===== src/bfs_defs.svh =====
/*
 Shared constants of the boost fault supervisor: timing figures and counts.
 Assumes a 10 MHz core clock; counts derive from the period below.
*/
`ifndef BFS_DEFS_SVH
`define BFS_DEFS_SVH
`define BFS_CLK_PERIOD_NS 100
`define BFS_START_WIN_MS 5
`define BFS_RETRY_OFF_MS 55
`define BFS_UV_HOLD_MS 55
`define BFS_MS_CYCLES (1000000 / `BFS_CLK_PERIOD_NS)
`define BFS_START_WIN_CYC (`BFS_START_WIN_MS * `BFS_MS_CYCLES)
`define BFS_RETRY_OFF_CYC (`BFS_RETRY_OFF_MS * `BFS_MS_CYCLES)
`define BFS_UV_HOLD_CYC (`BFS_UV_HOLD_MS * `BFS_MS_CYCLES)
`define BFS_MAX_ATTEMPTS 3
`define BFS_CNT_W 20
`define BFS_TRY_W 2
`define BFS_TRY_ZERO 2'h0
`define BFS_TRY_ONE 2'h1
`define BFS_CNT_ZERO 20'h00000
`define BFS_CNT_ONE 20'h00001
`endif


===== src/bfs_pkg.sv =====
/*
 Types of the boost fault supervisor.
 Assumes bfs_defs.svh is included by every user.
*/
`include "bfs_defs.svh"
package bfs_pkg;
   // Supervisor states
   typedef enum logic [2:0] {
      BFS_OFF = 3'h0,
      BFS_START = 3'h1,
      BFS_RETRY = 3'h2,
      BFS_SOFT = 3'h3,
      BFS_RUN = 3'h4,
      BFS_LATCH = 3'h5
   } bfs_state_t;

   // Comparator results from the analog stage
   typedef struct packed {
      logic boost_output_sense_ok;
      logic feedback_sense_pg;
      logic feedback_sense_short;
      logic overvoltage_guard_trip;
      logic overvoltage_guard_clear;
   } bfs_sense_t;

   // Controls toward the power stage
   typedef struct packed {
      logic isolation_gate_drive_sink;
      logic switch_enable;
      logic soft_start_discharge;
      logic full_current_limit;
      logic switch_rate_high;
      logic stress_feedback_switch;
   } bfs_ctrl_t;
endpackage : bfs_pkg


===== src/bfs_timer.sv =====
/*
 Down-counting timer used for the start window, retry off time and
 undervoltage hold. Assumes the caller loads it and watches expiry.
*/
`timescale 1ns/100ps
`default_nettype none
`include "bfs_defs.svh"
module bfs_timer (
   input wire logic clk_i,
   input wire logic sys_rst_i,
   input wire logic ce_i,
   input wire logic load_i,
   input wire logic [`BFS_CNT_W-1:0] load_val_i,
   input wire logic stop_i,
   output logic expired_o
);
   logic [`BFS_CNT_W-1:0] cnt_ff;
   logic run_ff;

   // Count down to one, then flag expiry once
   always_ff @(posedge clk_i or posedge sys_rst_i)
   begin
      if (sys_rst_i)
      begin
         cnt_ff <= `BFS_CNT_ZERO;
         run_ff <= 1'b0;
      end
      else if (ce_i)
      begin
         if (load_i)
         begin
            cnt_ff <= load_val_i;
            run_ff <= 1'b1;
         end
         else if (stop_i || (run_ff && cnt_ff == `BFS_CNT_ONE))
            run_ff <= 1'b0;
         else if (run_ff)
            cnt_ff <= cnt_ff - `BFS_CNT_ONE;
      end
   end

   // Pulse in the last counted cycle; kept free of load and stop, which the
   // caller derives from this flag, so no combinational loop can form
   assign expired_o = run_ff && (cnt_ff == `BFS_CNT_ONE);
endmodule : bfs_timer
`default_nettype wire


===== src/bfs_supervisor.sv =====
/*
 Control and fault supervision of a boost converter: start-up with retry,
 short and undervoltage latch, overvoltage blanking, soft-start discharge,
 rate and stress selection. Assumes comparator inputs are synchronous to
 clk_i and that the caller flags floating select pins on their float inputs.
*/
`timescale 1ns/100ps
`default_nettype none
`include "bfs_defs.svh"
// Overview of operation
// - With supply good and enable high, sink gate drive and watch output.
// - Output below 46% of input after 5 ms: gate off 55 ms, retry.
// - Three failed attempts latch gate off until supply or enable cycles.
// - After power good, feedback below 30% reference latches off.
// - Feedback near 97% nominal gives power good and full current limit.
// - Output under power good over 55 ms in operation shuts device off.
// - Overvoltage stops switching at once; resumes below hysteresis level.
// - Enable low discharges the soft-start capacitor.
// - Rate select low gives 640 kHz, high gives 1.2 MHz.
// - Floating rate select reads high, choosing the faster rate.
// - Stress select high closes stress feedback switch to ground.
// - Floating stress select reads low, stress mode off.
module bfs_supervisor (
   input wire logic clk_i,
   input wire logic sys_rst_i,
   input wire logic ce_i,
   input wire logic input_lockout_ok_i,
   input wire logic enable_i,
   input wire logic switch_rate_select_i,
   input wire logic switch_rate_select_float_i,
   input wire logic stress_test_select_i,
   input wire logic stress_test_select_float_i,
   input wire bfs_pkg::bfs_sense_t sense_i,
   output bfs_pkg::bfs_ctrl_t ctrl_o,
   output logic power_good_o,
   output logic fault_latched_o,
   output logic [`BFS_TRY_W-1:0] attempts_o
);
   bfs_pkg::bfs_state_t state_ff;
   bfs_pkg::bfs_state_t nxt_state;
   logic [`BFS_TRY_W-1:0] tries_ff;
   logic ovp_block_ff;
   logic active;
   logic tmr_load;
   logic tmr_stop;
   logic tmr_exp;
   logic [`BFS_CNT_W-1:0] tmr_val;
   logic rate_high;
   logic stress_on;
   logic [`BFS_TRY_W-1:0] max_tries;

   assign max_tries = `BFS_TRY_W'(`BFS_MAX_ATTEMPTS);

   // Supply good and enable form the operating condition
   assign active = input_lockout_ok_i && enable_i;

   // Pull resistors: a floating pin resolves to its default level
   assign rate_high = switch_rate_select_float_i ? 1'b1 : switch_rate_select_i;
   assign stress_on = stress_test_select_float_i ? 1'b0 : stress_test_select_i;

   // One timer serves all phases since only one phase runs at a time
   bfs_timer u_timer (
      .clk_i(clk_i),
      .sys_rst_i(sys_rst_i),
      .ce_i(ce_i),
      .load_i(tmr_load),
      .load_val_i(tmr_val),
      .stop_i(tmr_stop),
      .expired_o(tmr_exp)
   );

   // Next state and timer loads
   always_comb
   begin
      nxt_state = state_ff;
      tmr_load = 1'b0;
      tmr_stop = 1'b0;
      tmr_val = `BFS_CNT_W'(`BFS_START_WIN_CYC);
      if (!active)
      begin
         nxt_state = bfs_pkg::BFS_OFF;
         tmr_stop = 1'b1;
      end
      else
      begin
         unique case (state_ff)
            bfs_pkg::BFS_OFF:
            begin
               nxt_state = bfs_pkg::BFS_START;
               tmr_load = 1'b1;
            end
            bfs_pkg::BFS_START:
            begin
               if (sense_i.boost_output_sense_ok)
               begin
                  nxt_state = bfs_pkg::BFS_SOFT;
                  tmr_stop = 1'b1;
               end
               else if (tmr_exp)
               begin
                  // Third failure latches instead of retrying
                  if (tries_ff + `BFS_TRY_ONE >= max_tries)
                     nxt_state = bfs_pkg::BFS_LATCH;
                  else
                  begin
                     nxt_state = bfs_pkg::BFS_RETRY;
                     tmr_load = 1'b1;
                     tmr_val = `BFS_CNT_W'(`BFS_RETRY_OFF_CYC);
                  end
               end
            end
            bfs_pkg::BFS_RETRY:
            begin
               if (tmr_exp)
               begin
                  nxt_state = bfs_pkg::BFS_START;
                  tmr_load = 1'b1;
               end
            end
            bfs_pkg::BFS_SOFT:
            begin
               if (sense_i.feedback_sense_pg)
                  nxt_state = bfs_pkg::BFS_RUN;
            end
            bfs_pkg::BFS_RUN:
            begin
               if (sense_i.feedback_sense_short)
               begin
                  nxt_state = bfs_pkg::BFS_LATCH;
                  tmr_stop = 1'b1;
               end
               else if (tmr_exp)
                  nxt_state = bfs_pkg::BFS_LATCH;
               else if (!sense_i.feedback_sense_pg)
               begin
                  // Start undervoltage hold on the first low cycle only
                  if (power_good_o)
                  begin
                     tmr_load = 1'b1;
                     tmr_val = `BFS_CNT_W'(`BFS_UV_HOLD_CYC);
                  end
               end
               else
                  tmr_stop = 1'b1;
            end
            bfs_pkg::BFS_LATCH:
               nxt_state = bfs_pkg::BFS_LATCH;
            default:
               nxt_state = bfs_pkg::BFS_OFF;
         endcase
      end
   end

   // State register
   always_ff @(posedge clk_i or posedge sys_rst_i)
   begin
      if (sys_rst_i)
         state_ff <= bfs_pkg::BFS_OFF;
      else if (ce_i)
         state_ff <= nxt_state;
   end

   // Failed-attempt counter, cleared when supply or enable drop
   always_ff @(posedge clk_i or posedge sys_rst_i)
   begin
      if (sys_rst_i)
         tries_ff <= `BFS_TRY_ZERO;
      else if (ce_i)
      begin
         if (!active)
            tries_ff <= `BFS_TRY_ZERO;
         else if (state_ff == bfs_pkg::BFS_START && tmr_exp &&
                  !sense_i.boost_output_sense_ok && tries_ff < max_tries)
            tries_ff <= tries_ff + `BFS_TRY_ONE;
      end
   end

   // Overvoltage blanking with hysteresis; trip wins over clear
   always_ff @(posedge clk_i or posedge sys_rst_i)
   begin
      if (sys_rst_i)
         ovp_block_ff <= 1'b0;
      else if (ce_i)
      begin
         if (sense_i.overvoltage_guard_trip)
            ovp_block_ff <= 1'b1;
         else if (sense_i.overvoltage_guard_clear)
            ovp_block_ff <= 1'b0;
      end
   end

   // Power good flag tracks the run state with feedback in range
   always_ff @(posedge clk_i or posedge sys_rst_i)
   begin
      if (sys_rst_i)
         power_good_o <= 1'b0;
      else if (ce_i)
         power_good_o <= (nxt_state == bfs_pkg::BFS_RUN) && sense_i.feedback_sense_pg;
   end

   // Registered controls toward the power stage
   always_ff @(posedge clk_i or posedge sys_rst_i)
   begin
      if (sys_rst_i)
         ctrl_o <= '0;
      else if (ce_i)
      begin
         ctrl_o.isolation_gate_drive_sink <= (nxt_state == bfs_pkg::BFS_START) ||
            (nxt_state == bfs_pkg::BFS_SOFT) || (nxt_state == bfs_pkg::BFS_RUN);
         // Overvoltage trip is seen combinationally so blanking is immediate
         ctrl_o.switch_enable <= ((nxt_state == bfs_pkg::BFS_START) ||
            (nxt_state == bfs_pkg::BFS_SOFT) || (nxt_state == bfs_pkg::BFS_RUN)) &&
            !sense_i.overvoltage_guard_trip &&
            !(ovp_block_ff && !sense_i.overvoltage_guard_clear);
         ctrl_o.soft_start_discharge <= !enable_i;
         ctrl_o.full_current_limit <= (nxt_state == bfs_pkg::BFS_RUN);
         ctrl_o.switch_rate_high <= rate_high;
         ctrl_o.stress_feedback_switch <= stress_on;
      end
   end

   // Status
   assign fault_latched_o = (state_ff == bfs_pkg::BFS_LATCH);
   assign attempts_o = tries_ff;
endmodule : bfs_supervisor
`default_nettype wire


===== config.mk =====
export PLATFORM = sky130hd
export DESIGN_NAME = bfs_supervisor
export DESIGN_NICKNAME = d
export VERILOG_FILES = /design/src/bfs_pkg.sv /design/src/bfs_timer.sv /design/src/bfs_supervisor.sv
export VERILOG_INCLUDE_DIRS = /design/src
export SDC_FILE = /design/constraint.sdc
export NUM_CORES = 1
export LEC_CHECK = 0
export ABC_AREA = 1
export BUFFER_PORTS_ARGS = -buffer_cell sky130_fd_sc_hd__buf_4
export CORE_UTILIZATION = 55
export DETAILED_ROUTE_END_ITERATION = 12
export PLACE_DENSITY = 0.74
export SETUP_SLACK_MARGIN = 0.4
export SYNTH_ARGS = -nofsm -noshare
export SYNTH_HDL_FRONTEND = slang
export SYNTH_SLANG_ARGS = --single-unit

===== constraint.sdc =====
create_clock -name clk_i -period 2.55 [get_ports clk_i]
set_clock_uncertainty 0.1 [all_clocks]
set_input_delay 0.255 -clock clk_i [delete_from_list [all_inputs] [get_ports clk_i]]
set_output_delay 0.255 -clock clk_i [all_outputs]
set_load 0.03 [all_outputs]

# == Word-level counts from Yosys, hierarchy flattened ==
# Index checks and enable logic that the tools add are counted.
# word_totals
in_bits,14
elab_cells,97
regBits,34
# op_classes
addsub,2
n_reduce_logical,25
eq_ne,11
order_cmp,2
mux,45
# op_table
op,count
2-to-1 mux 20 bit,11
case mux 20 bit (2 select lines),1
2-to-1 mux 3 bit,8
equality test 20 x 1 -> 1 bit (second input constant),1
2-to-1 mux 1 bit,20
subtractor 20 x 1 -> 20 bit (second input constant),1
case mux 3 bit (6 select lines),1
equality test 3 x 2 -> 1 bit (second input constant),3
equality test 3 bit (second input constant),3
logical AND 1 bit,9
equality test 3 x 1 -> 1 bit (second input constant),2
AND reduction 2 bit,3
nonzero test 2 bit,3
logical NOT 1 bit,5
2-to-1 mux 2 bit,2
case mux 1 bit (4 select lines),1
logical NOT 3 bit,1
logical OR 1 bit,3
AND reduction 3 bit,1
adder 2 x 1 -> 2 bit (second input constant),1
>= comparator 2 bit (second input constant),1
less-than comparator 2 bit (second input constant),1
!= test 2 x 1 -> 1 bit (second input constant),1
!= test 2 bit (second input constant),1
case mux 1 bit (2 select lines),1

# == Depth between registers and ports, before layout ==
# Gate-level depths: netlist of run 1.
# depth
word_depth,12
depth_mapped,15
mapped_depth_nobuf,15

# == By module ==
# From an unflattened synthesis of run 1, not the netlist that was laid out.
# unflattened
cells_unflattened,375
hier_area_um2,2438.6
# modules_own_cells
module,cells_per_inst,n_inst,area_per_inst_um2
bfs_timer,260,1,1627.8
bfs_supervisor,115,1,810.8

# == Worst setup path after synthesis of run 1 ==
# Ideal clock, no wire load.
# synth_timing
kind,register -> register
startpoint,register u_timer.cnt_ff[1]
endpoint,register u_timer.cnt_ff[9]
path_slack_ps,694
n_path_buf,1
setup_ps,117
path_stages_with_launch,15
arrival_time_ps,1639
path_cell_list,dfrtp_1 > inv_1 > ha_1 > nand2_1 > inv_1 > nand2_1 > nor2_4 > nand3_4 > nand4_1 > nand3_2 > nand3_4 > nand2_4 > buf_6 > nand2_1 > nand2_1
# synth_between
elab_chain_cells,9
# synth_rtl
item,line_no,text
start: declaration,bfs_timer.sv:17,logic [`BFS_CNT_W-1:0] cnt_ff;
start signal: assignment,bfs_timer.sv:25,cnt_ff <= `BFS_CNT_ZERO;
start signal: assignment,bfs_timer.sv:32,cnt_ff <= load_val_i;
start signal: assignment,bfs_timer.sv:38,cnt_ff <= cnt_ff - `BFS_CNT_ONE;
equality test 20 x 1 -> 1 bit (no line),-,
logical AND 1 bit,bfs_timer.sv:44,assign expired_o = run_ff && (cnt_ff == `BFS_CNT_ONE);
2-to-1 mux 1 bit,bfs_supervisor.sv:132,else if (tmr_exp)
2-to-1 mux 1 bit,bfs_supervisor.sv:127,if (sense_i.feedback_sense_short)
case mux 1 bit (2 select lines),bfs_supervisor.sv:86,unique case (state_ff)
2-to-1 mux 1 bit,bfs_supervisor.sv:79,if (!active)
logical OR 1 bit,bfs_timer.sv:35,else if (stop_i || (run_ff && cnt_ff == `BFS_CNT_ONE))
!= test 2 bit (no line),-,
AND reduction 3 bit (no line),-,
# Parallel ways exist; a longest one is shown, timed or not. The select of a mux whose other input is x is not followed.
# A chain may end at the register's enable or synchronous reset.

# == Worst setup path in the final report of run 1 ==
# layout_timing
startpoint,register u_timer.cnt_ff[16]
endpoint,register u_timer.cnt_ff[10]
# layout_between
elab_chain_cells,9
# layout_rtl
item,line_no
equality test 20 x 1 -> 1 bit (no line) (*),-
logical AND 1 bit (*),bfs_timer.sv:44
2-to-1 mux 1 bit,bfs_supervisor.sv:132
2-to-1 mux 1 bit,bfs_supervisor.sv:127
case mux 1 bit (2 select lines),bfs_supervisor.sv:86
2-to-1 mux 1 bit,bfs_supervisor.sv:79
logical OR 1 bit,bfs_timer.sv:35
!= test 2 bit (no line),-
AND reduction 3 bit (no line),-
# Every way passes the cells marked *; elsewhere a longest branch is shown, timed or not.

==> summary by stage, run 1 <==
Drt
In this run, the number of DRC markers left after iteration 0 of detailed routing was 177. The post-detailed-route wirelength per cell is about 14 µm. Before antenna repair, the detailed router went through 4 iterations. The uppermost layer routed is met4. The amount of wire on met3 after detailed routing is about 260 µm. After detailed routing, the number of remaining DRC violations is 0. Detailed routing placed a total of 2.731 mm of wire on met2. The detail route stage leaves a number of antenna-violating nets equal to 0. The routed metal-1 wirelength is 2.533 mm.

The via density per instance is around 5.3. The routed layout has 2170 vias. After detailed routing, the total wire length is around 5.6 mm.

Synthesis
The count of distinct cell types in the synthesized netlist is 29. The number of warnings printed during yosys synthesis is 0. The share of the synthesized netlist area taken by xor and xnor gates is 6.038%. The synthesized net count is 338. The synthesized netlist devotes approximately two fifths of its cell area to simple gates. Counting flops with a built-in enable in the synthesized netlist gives 0. Of the total synthesized cell area, the portion taken by full adders, half adders and majority gates is roughly 2.2%.

After synthesis, the largest family of logic cells by area is simple AND/OR/NAND/NOR gates. For this run, asynchronously set or reset flops after synthesis account for 100.0%. The dominant synthesized flop cell is sky130_fd_sc_hd__dfrtp_1. The compound-gate portion of the synthesized area is under 10%.

After technology mapping, the gate count stands at 320. The count of state elements after synthesis is 34. The post-synthesis average cell area is 7.253 µm².

Sequential elements use between 30 and 40% of the synthesized area. The share of synthesized area spent on multiplexers is 0%. The combined area of all synthesized cells is between 2000 and 2500 µm².

Power
The power density over the cells is 631.2 nW/µm². For this design the static power due to leakage is 1.459 nW. The maximum VDD drop is 382.3 µV.

Clock network
After clock tree synthesis, the clock-pin slew on the worst setup and hold paths is 0.08 ns. Clock tree synthesis found a total of 34 sinks. The number of clock buffers inserted by TritonCTS is 5.

The longest clock path from root to sink contains 2 buffers. The clock tree synthesis step divided the H-tree into 2 levels. The clock insertion delay at the later pin of the skew report is 0.30 ns.

The tree is rooted in a sky130_fd_sc_hd__clkbuf_8. The TritonCTS clock tree is built.

Floorplanning
The die span in y is around 67 µm. Once the floorplan was initialized, standard cells occupied between 50% and 60% of the core. The die is 66.96 µm wide. The floorplan has 23 rows. The die covers 4484 µm². The core area is 4029 µm².

The number of I/O pins is 24.

STA
The routed design could run at a clock period as short as between 2 and 2.5 ns. The final number of max-transition violations is 0. The final critical path takes up between 80 and 90% of the cycle.

The total count of hold-check failures in the final report is 0. The aggregate negative setup slack is 0 ns. Setup violations remaining at the end of the flow were counted as 0. Setup repair after global routing left no endpoint under its margin. Static timing analysis puts the maximum clock frequency at 481.5 MHz.

The worst max-slew margin expressed relative to the limit is 70.50%. For the pin with the worst max-slew slack, the measured transition is 0.4409 ns.

Status
The flow ran to the end, and the final reports show no timing, DRC or antenna violations.

Global route
The global-route congestion overflow total is 0. The number of global-route vias before repair was about 1800. The number of antenna violations at the first check in global routing is 0. The first-pass GRT wire length is around 8.4 mm.

The pin count of the biggest net entering global routing is 35. Global routing consumed, over all layers together, between 20% and 30% of the routing resources.

Layout
The synthesis-to-layout area growth is 19.62%. For this run, the post-layout net count is 375. In the layout the commonest cells are sky130_fd_sc_hd__nand2_1 (91), sky130_fd_sc_hd__inv_1 (41), sky130_fd_sc_hd__dfrtp_1 (33). The final core utilization is 68.91%. The leading cell type in the layout, fill and taps excluded is sky130_fd_sc_hd__nand2_1.

In the final layout, the share of cells above drive strength 1 is between 20% and 30%. The repair_antennas step left the layout with diodes totalling 0.

Run
The reported max-cap violation count is 0.

Worst setup path
The data arrival time of the worst path is 2.21 ns. The critical path is of the register to register type. The startpoint kind of the worst setup timing path is a register.

The data required time of the critical path is 2.69 ns. Along the worst path, the maximum fanout reaches 6. The category of the worst setup path capture point is a register.

Placed design
The final estimated routing congestion in global placement is between 0.8 and 0.9. The HPWL after detailed placement is between 3 and 4 mm. The count of buffers added on input and output ports is 23.

Min path
The class of the most critical hold timing path is input port to register.
worst paths after layout:
check                                                from                              to  slack, ns  cells past startpoint
min in group asynchronous                       sys_rst_i        power_good_o$_DFFE_PP0P_       0.51                      4
setup reg to reg           u_timer.cnt_ff[16]$_DFFE_PP0P_  u_timer.cnt_ff[10]$_DFFE_PP0P_       0.47                     13
hold reg to reg                     ctrl_o[4]$_DFFE_PP0P_           ctrl_o[4]$_DFFE_PP0P_       0.39                      2
setup / recovery           u_timer.cnt_ff[16]$_DFFE_PP0P_  u_timer.cnt_ff[10]$_DFFE_PP0P_       0.47                     13
max in group asynchronous                       sys_rst_i   u_timer.cnt_ff[0]$_DFFE_PP0P_       1.51                      4
hold / removal                 stress_test_select_float_i           ctrl_o[0]$_DFFE_PP0P_       0.06                      2
per-stage QoR:
step	power, mW	setup slack [ns]	cell area [µm²]	instances	hold WS [ns]
after floorplan	1.123	0.6941	2321	320	0.2623
after global placement	1.245	0.4457	2526	389	0.2827
after detailed placement	1.254	0.4000	2526	389	0.2847
after CTS	1.688	0.4008	2648	399	0.06059
after global routing	1.855	0.3341	2776	408	0.06396
final	1.752	0.4732	2776	408	0.05929
state kept, by name, summed over array words and instances, names as in the netlist:
signal / count
ctrl_o: 6
state_ff: 3
u_timer.cnt_ff: 20
power_good_o: 1
attempts_o: 2
u_timer.run_ff: 1
ovp_block_ff: 1
repair_timing:
item / 4_1_cts / 5_1_grt
hold buffers: 1 / 0
resized for setup: 1 / 12
cloned: 0 / 3
pin swaps: 0 / 7
hold endpoints to repair: 34 / 0
setup buffers: 1 / 6
endpoints found under the setup margin: 11 / 21
cells by family (layout without fill, tap and decap cells):
family | after synthesis | count (layout)
and+or+nand+nor | 188 | 191
adders and majority gates | 4 | 4
xor gates and xnor gates | 16 | 16
AOI/OAI and AO/OA | 27 | 27
DFF | 34 | 34
buffers and inverters | 51 | 86
final cells by class:
| cell class | instances | area, µm² |
|---|---|---|
| Multi-Input combinational cell | 238 | 1351 |
| Fill cell | 360 | 1252 |
| Sequential cell | 34 | 852.1 |
| Timing Repair Buffer | 32 | 242.7 |
| Inverter | 46 | 172.7 |
| Clock buffer | 6 | 82.58 |
| Tap cell | 50 | 62.56 |
| Clock inverter | 2 | 12.51 |
where the power goes:
part	leakage [nW]	switching, mW	internal, mW
Combinational	0.970	0.375	0.232
Sequential	0.442	0.0922	0.615
Clock	0.0472	0.220	0.217
Total	1.46	0.687	1.07
worst max-delay path, cell delays in order, from the launching register on:
cell,delay (ns)
sky130_fd_sc_hd__dfrtp_1,0.43
sky130_fd_sc_hd__nor2_1,0.23
sky130_fd_sc_hd__nand2_1,0.09
sky130_fd_sc_hd__inv_1,0.08
sky130_fd_sc_hd__nand2_1,0.05
sky130_fd_sc_hd__nor2_1,0.14
sky130_fd_sc_hd__nand2_1,0.11
sky130_fd_sc_hd__nor2_4,0.11
sky130_fd_sc_hd__nand2_2,0.08
sky130_fd_sc_hd__nand3_4,0.15
sky130_fd_sc_hd__nand3_4,0.17
sky130_fd_sc_hd__nand2_4,0.17
sky130_fd_sc_hd__nand2_1,0.06
sky130_fd_sc_hd__nand2_1,0.05
synth_stat cells (all sizes together), types with 4 or more instances:
cell     n  area [µm²]
xor2    14       122.6
nor2    39       208.9
nand4   11       75.07
ha       4       50.05
nand2  100       400.4
o21ai   18       101.4
inv     46       172.7
a21oi    7       35.03
dfrtp   34       850.8
nand3   26       160.2
nor3     8       50.05
routing by layer:
layer  track usage, %  vias to the layer above
met5                0                        -
met4            7.713                        0
met3            4.281                        9
met2            42.17                       71
met1            34.05                      998
li1                 -                     1092
Power figures use the tool's default switching activity.
==> run 2: changes to the inputs <==
==> constraint.sdc (replaced) <==
create_clock -name clk_i -period 2 [get_ports clk_i]
set_clock_uncertainty 0.1 [all_clocks]
set_input_delay 0.2 -clock clk_i [delete_from_list [all_inputs] [get_ports clk_i]]
set_output_delay 0.2 -clock clk_i [all_outputs]
set_load 0.03 [all_outputs]
==> summary by stage, run 2 (synthesis gave the netlist of run 1 again) <==
Placed design
The HPWL after detailed placement is 3.983 mm (+5.1%). The post-place setup slack is -0.01421 ns (-0.4142 ns). The placed standard-cell area was 2701 µm² (+6.9%). The number of placed instances, taps included is 408 (+4.9%).

The number of I/O port buffers is 23 (unchanged). The final estimated routing congestion in global placement was 0.9022 (+0.95%).

Layout
The count of fill cells added during filler insertion is 307 (-15%). The number of nets in the final layout came to 394 (+5.1%). The number of standard cells in the final layout excluding fillers came to 426 (+4.4%). The number of flip-flops in the largest register is 20 (unchanged). The footprint of the multi-input gates is 1490 µm² (+10%).

Leaving out fill and tap cells, the most frequent cells in the layout are sky130_fd_sc_hd__nand2_1 (75), sky130_fd_sc_hd__buf_4 (43), sky130_fd_sc_hd__inv_1 (36). The final instance area was 3132 µm² (+13%). The largest registers in the layout are u_timer.cnt_ff: 20 flops, ctrl_o: 6 flops, state_ff: 3 flops. The combined flip-flop and latch cell area came to 852.1 µm² (unchanged). The register with the most flip-flops is u_timer.cnt_ff.

The total inserted antenna cells came to 0 (unchanged). Compared with the post-synthesis result, the final layout area differs by 34.93%. The proportion of layout cells with a drive suffix above 1 is 39.89% (+16 points). The leading cell type in the layout, fill and taps excluded is sky130_fd_sc_hd__nand2_1.

Clock network
The maximum clock path buffer count is 2 (unchanged). The clock-pin slew on the worst setup and hold paths is 0.07 ns (about the same). The TritonCTS clock tree is built. The clock insertion delay at the later pin of the skew report is 0.29 ns (about the same). The number of clock sinks is 34 (unchanged). The H-tree depth was 2 (unchanged). The number of clock buffers inserted by TritonCTS is 5 (unchanged). The CTS root buffer is sky130_fd_sc_hd__clkbuf_8.

Worst setup path
STA classifies the critical path startpoint as a register. The data required time of the critical path came to 2.08 ns (-0.61 ns). The slowest library cell on the worst path is sky130_fd_sc_hd__dfrtp_1. Grouping stages by cell kind, the critical path spends the most delay in simple AND/OR/NAND/NOR gates. The cell with the most instances on the worst path is sky130_fd_sc_hd__inv_2. The critical path goes through inv_2 -> nand2_2 -> nor2_2 -> inv_2 -> nor2_4 -> inv_2 -> nor2_4 -> nand2_2 -> nand3_4 -> nand3_4 -> buf_6 -> nand3_1 -> nand2_1. The maximum fanout encountered on the critical timing path is 6 (unchanged). The maximum single-stage delay on the critical path was 0.43 ns (about the same).

STA classifies the critical path endpoint as a register. The critical path is of the register to register type. The data arrival time of the worst path came to 2.12 ns (-0.09 ns). The combined buffer and inverter count along the critical path is 4 (+3).

STA
The part of the cycle the worst path needs is 102.3% (+21 points). The number of failing setup endpoints in the final timing report came to 9 (+9). The slew at the pin closest to its max-slew limit is 0.4422 ns (+0.001319 ns). The maximum clock rate is 488.5 MHz (+1.5%). The worst max-slew margin expressed relative to the limit is 70.52% (about the same).

The final number of max-transition violations is 0 (unchanged). The total count of hold-check failures in the final report came to 0 (unchanged). Setup repair after global routing could not meet its margin everywhere. The minimum hold slack is 0.01892 ns (-0.04037 ns).

The minimum clock period after layout is 2.047 ns (-0.02991 ns). The smallest setup slack after layout is -0.04691 ns (-0.5201 ns).

Drt
The via density per instance is 5.282 (-0.69%). The number of DRC violations after detailed-routing iteration 0 came to 119 (-33%). The number of antenna-violating nets in the routed design was 0 (unchanged). The post-detailed-route wirelength per cell was 14.13 µm (+2.9%). The total wire length is 6.019 mm (+7.4%). The remaining routing DRC violations is 0 (unchanged).

The number of detailed-route iterations in the first pass is 4 (unchanged). The via count is 2250 (+3.7%).

Global route
The pin count of the biggest net entering global routing is 35 (unchanged). The global-route congestion overflow total came to 0 (unchanged). The aggregate global-route resource usage is 28.79% (+3.2 points). The first-pass GRT wire length is 9.446 mm (+12%).

The number of global-route vias before repair is 2101 (+15%). The number of antenna violations at the first check in global routing was 0 (unchanged).

Power
The power density over the cells is 822.7 nW/µm² (+30%). The maximum VDD drop is 442.2 µV (+16%). The leakage power is 1.608 nW (+10%).

Floorplanning
The total die area is 4484 µm² (unchanged). The floorplan row count is 23 (unchanged). The starting density of the core is 57.61% (unchanged). The core area is 4029 µm² (unchanged). The number of I/O pins is 24 (unchanged). The horizontal die dimension is 66.96 µm (unchanged). The die span in y came to 66.96 µm (unchanged).

Status
The final reports fail on negative setup slack. The run finished, with violations left.

Min path
The path class of the tightest hold or removal check is input port to register.

Run
The reported max-cap violation count is 0 (unchanged).
## run 2: worst paths after layout
path / from / end / slack [ns] / cells past startpoint
setup reg to reg: state_ff[1]$_DFFE_PP0P_ / u_timer.cnt_ff[19]$_DFFE_PP0P_ / -0.05 / 13
hold / removal: stress_test_select_float_i / ctrl_o[0]$_DFFE_PP0P_ / 0.02 / 2
max in group asynchronous: sys_rst_i / u_timer.cnt_ff[5]$_DFFE_PP0P_ / 0.99 / 4
hold reg to reg: ctrl_o[1]$_DFFE_PP0P_ / ctrl_o[1]$_DFFE_PP0P_ / 0.38 / 2
min in group asynchronous: sys_rst_i / u_timer.cnt_ff[1]$_DFFE_PP0P_ / 0.48 / 4
setup / recovery: state_ff[1]$_DFFE_PP0P_ / u_timer.cnt_ff[19]$_DFFE_PP0P_ / -0.05 / 13
## run 2: stage by stage
step | TNS (ns) | total power [mW] | util [%]
floorplan | 0 | 1.442 | -
global placement | 0 | 1.704 | 67.05
detailed placement | -0.01421 | 1.725 | 67.05
CTS | 0 | 2.520 | 75.09
global route | -2.016 | 2.724 | 77.73
finish | -0.1220 | 2.576 | 77.73
## run 2: layout make-up
type,instances,share of cell area [%]
Inverter,46,5.513
Sequential cell,34,27.21
Clock buffer,6,2.637
Multi-Input combinational cell,236,47.58
Clock inverter,1,0.9589
Timing Repair Buffer,53,14.10
Tap cell,50,1.998
## run 2: worst reg2reg max path, stage by stage (launching register included)
cell	delay, ns
sky130_fd_sc_hd__dfrtp_1	0.43
sky130_fd_sc_hd__inv_2	0.10
sky130_fd_sc_hd__nand2_2	0.07
sky130_fd_sc_hd__nor2_2	0.16
sky130_fd_sc_hd__inv_2	0.08
sky130_fd_sc_hd__nor2_4	0.10
sky130_fd_sc_hd__inv_2	0.07
sky130_fd_sc_hd__nor2_4	0.12
sky130_fd_sc_hd__nand2_2	0.08
sky130_fd_sc_hd__nand3_4	0.10
sky130_fd_sc_hd__nand3_4	0.19
sky130_fd_sc_hd__buf_6	0.19
sky130_fd_sc_hd__nand3_1	0.07
sky130_fd_sc_hd__nand2_1	0.07
## run 2: repair_timing
action / in CTS / in global routing
setup endpoints to repair: 29 / 30
resized for setup: 36 / 31
hold endpoints to repair: 35 / 0
pin swaps: 15 / 17
hold buffers: 2 / 0
buffers inserted: 7 / 1
gates cloned: 0 / 1
## run 2: report_power, final
part / switching [mW] / internal, mW / leakage [nW]
Sequential: 0.0912 / 0.785 / 0.442
Combinational: 0.607 / 0.433 / 1.11
Clock: 0.261 / 0.399 / 0.0573
Total: 0.959 / 1.62 / 1.61
## run 2: per-layer routing
layer,up-vias,part of all wire (%),routed length (µm),track usage [%]
met5,-,0,0,0
met2,73,50,2991,48.86
li1,1117,-,-,-
met3,15,4.9,297,5.993
met1,1045,43,2609,34.85
met4,0,2.0,120,12.23
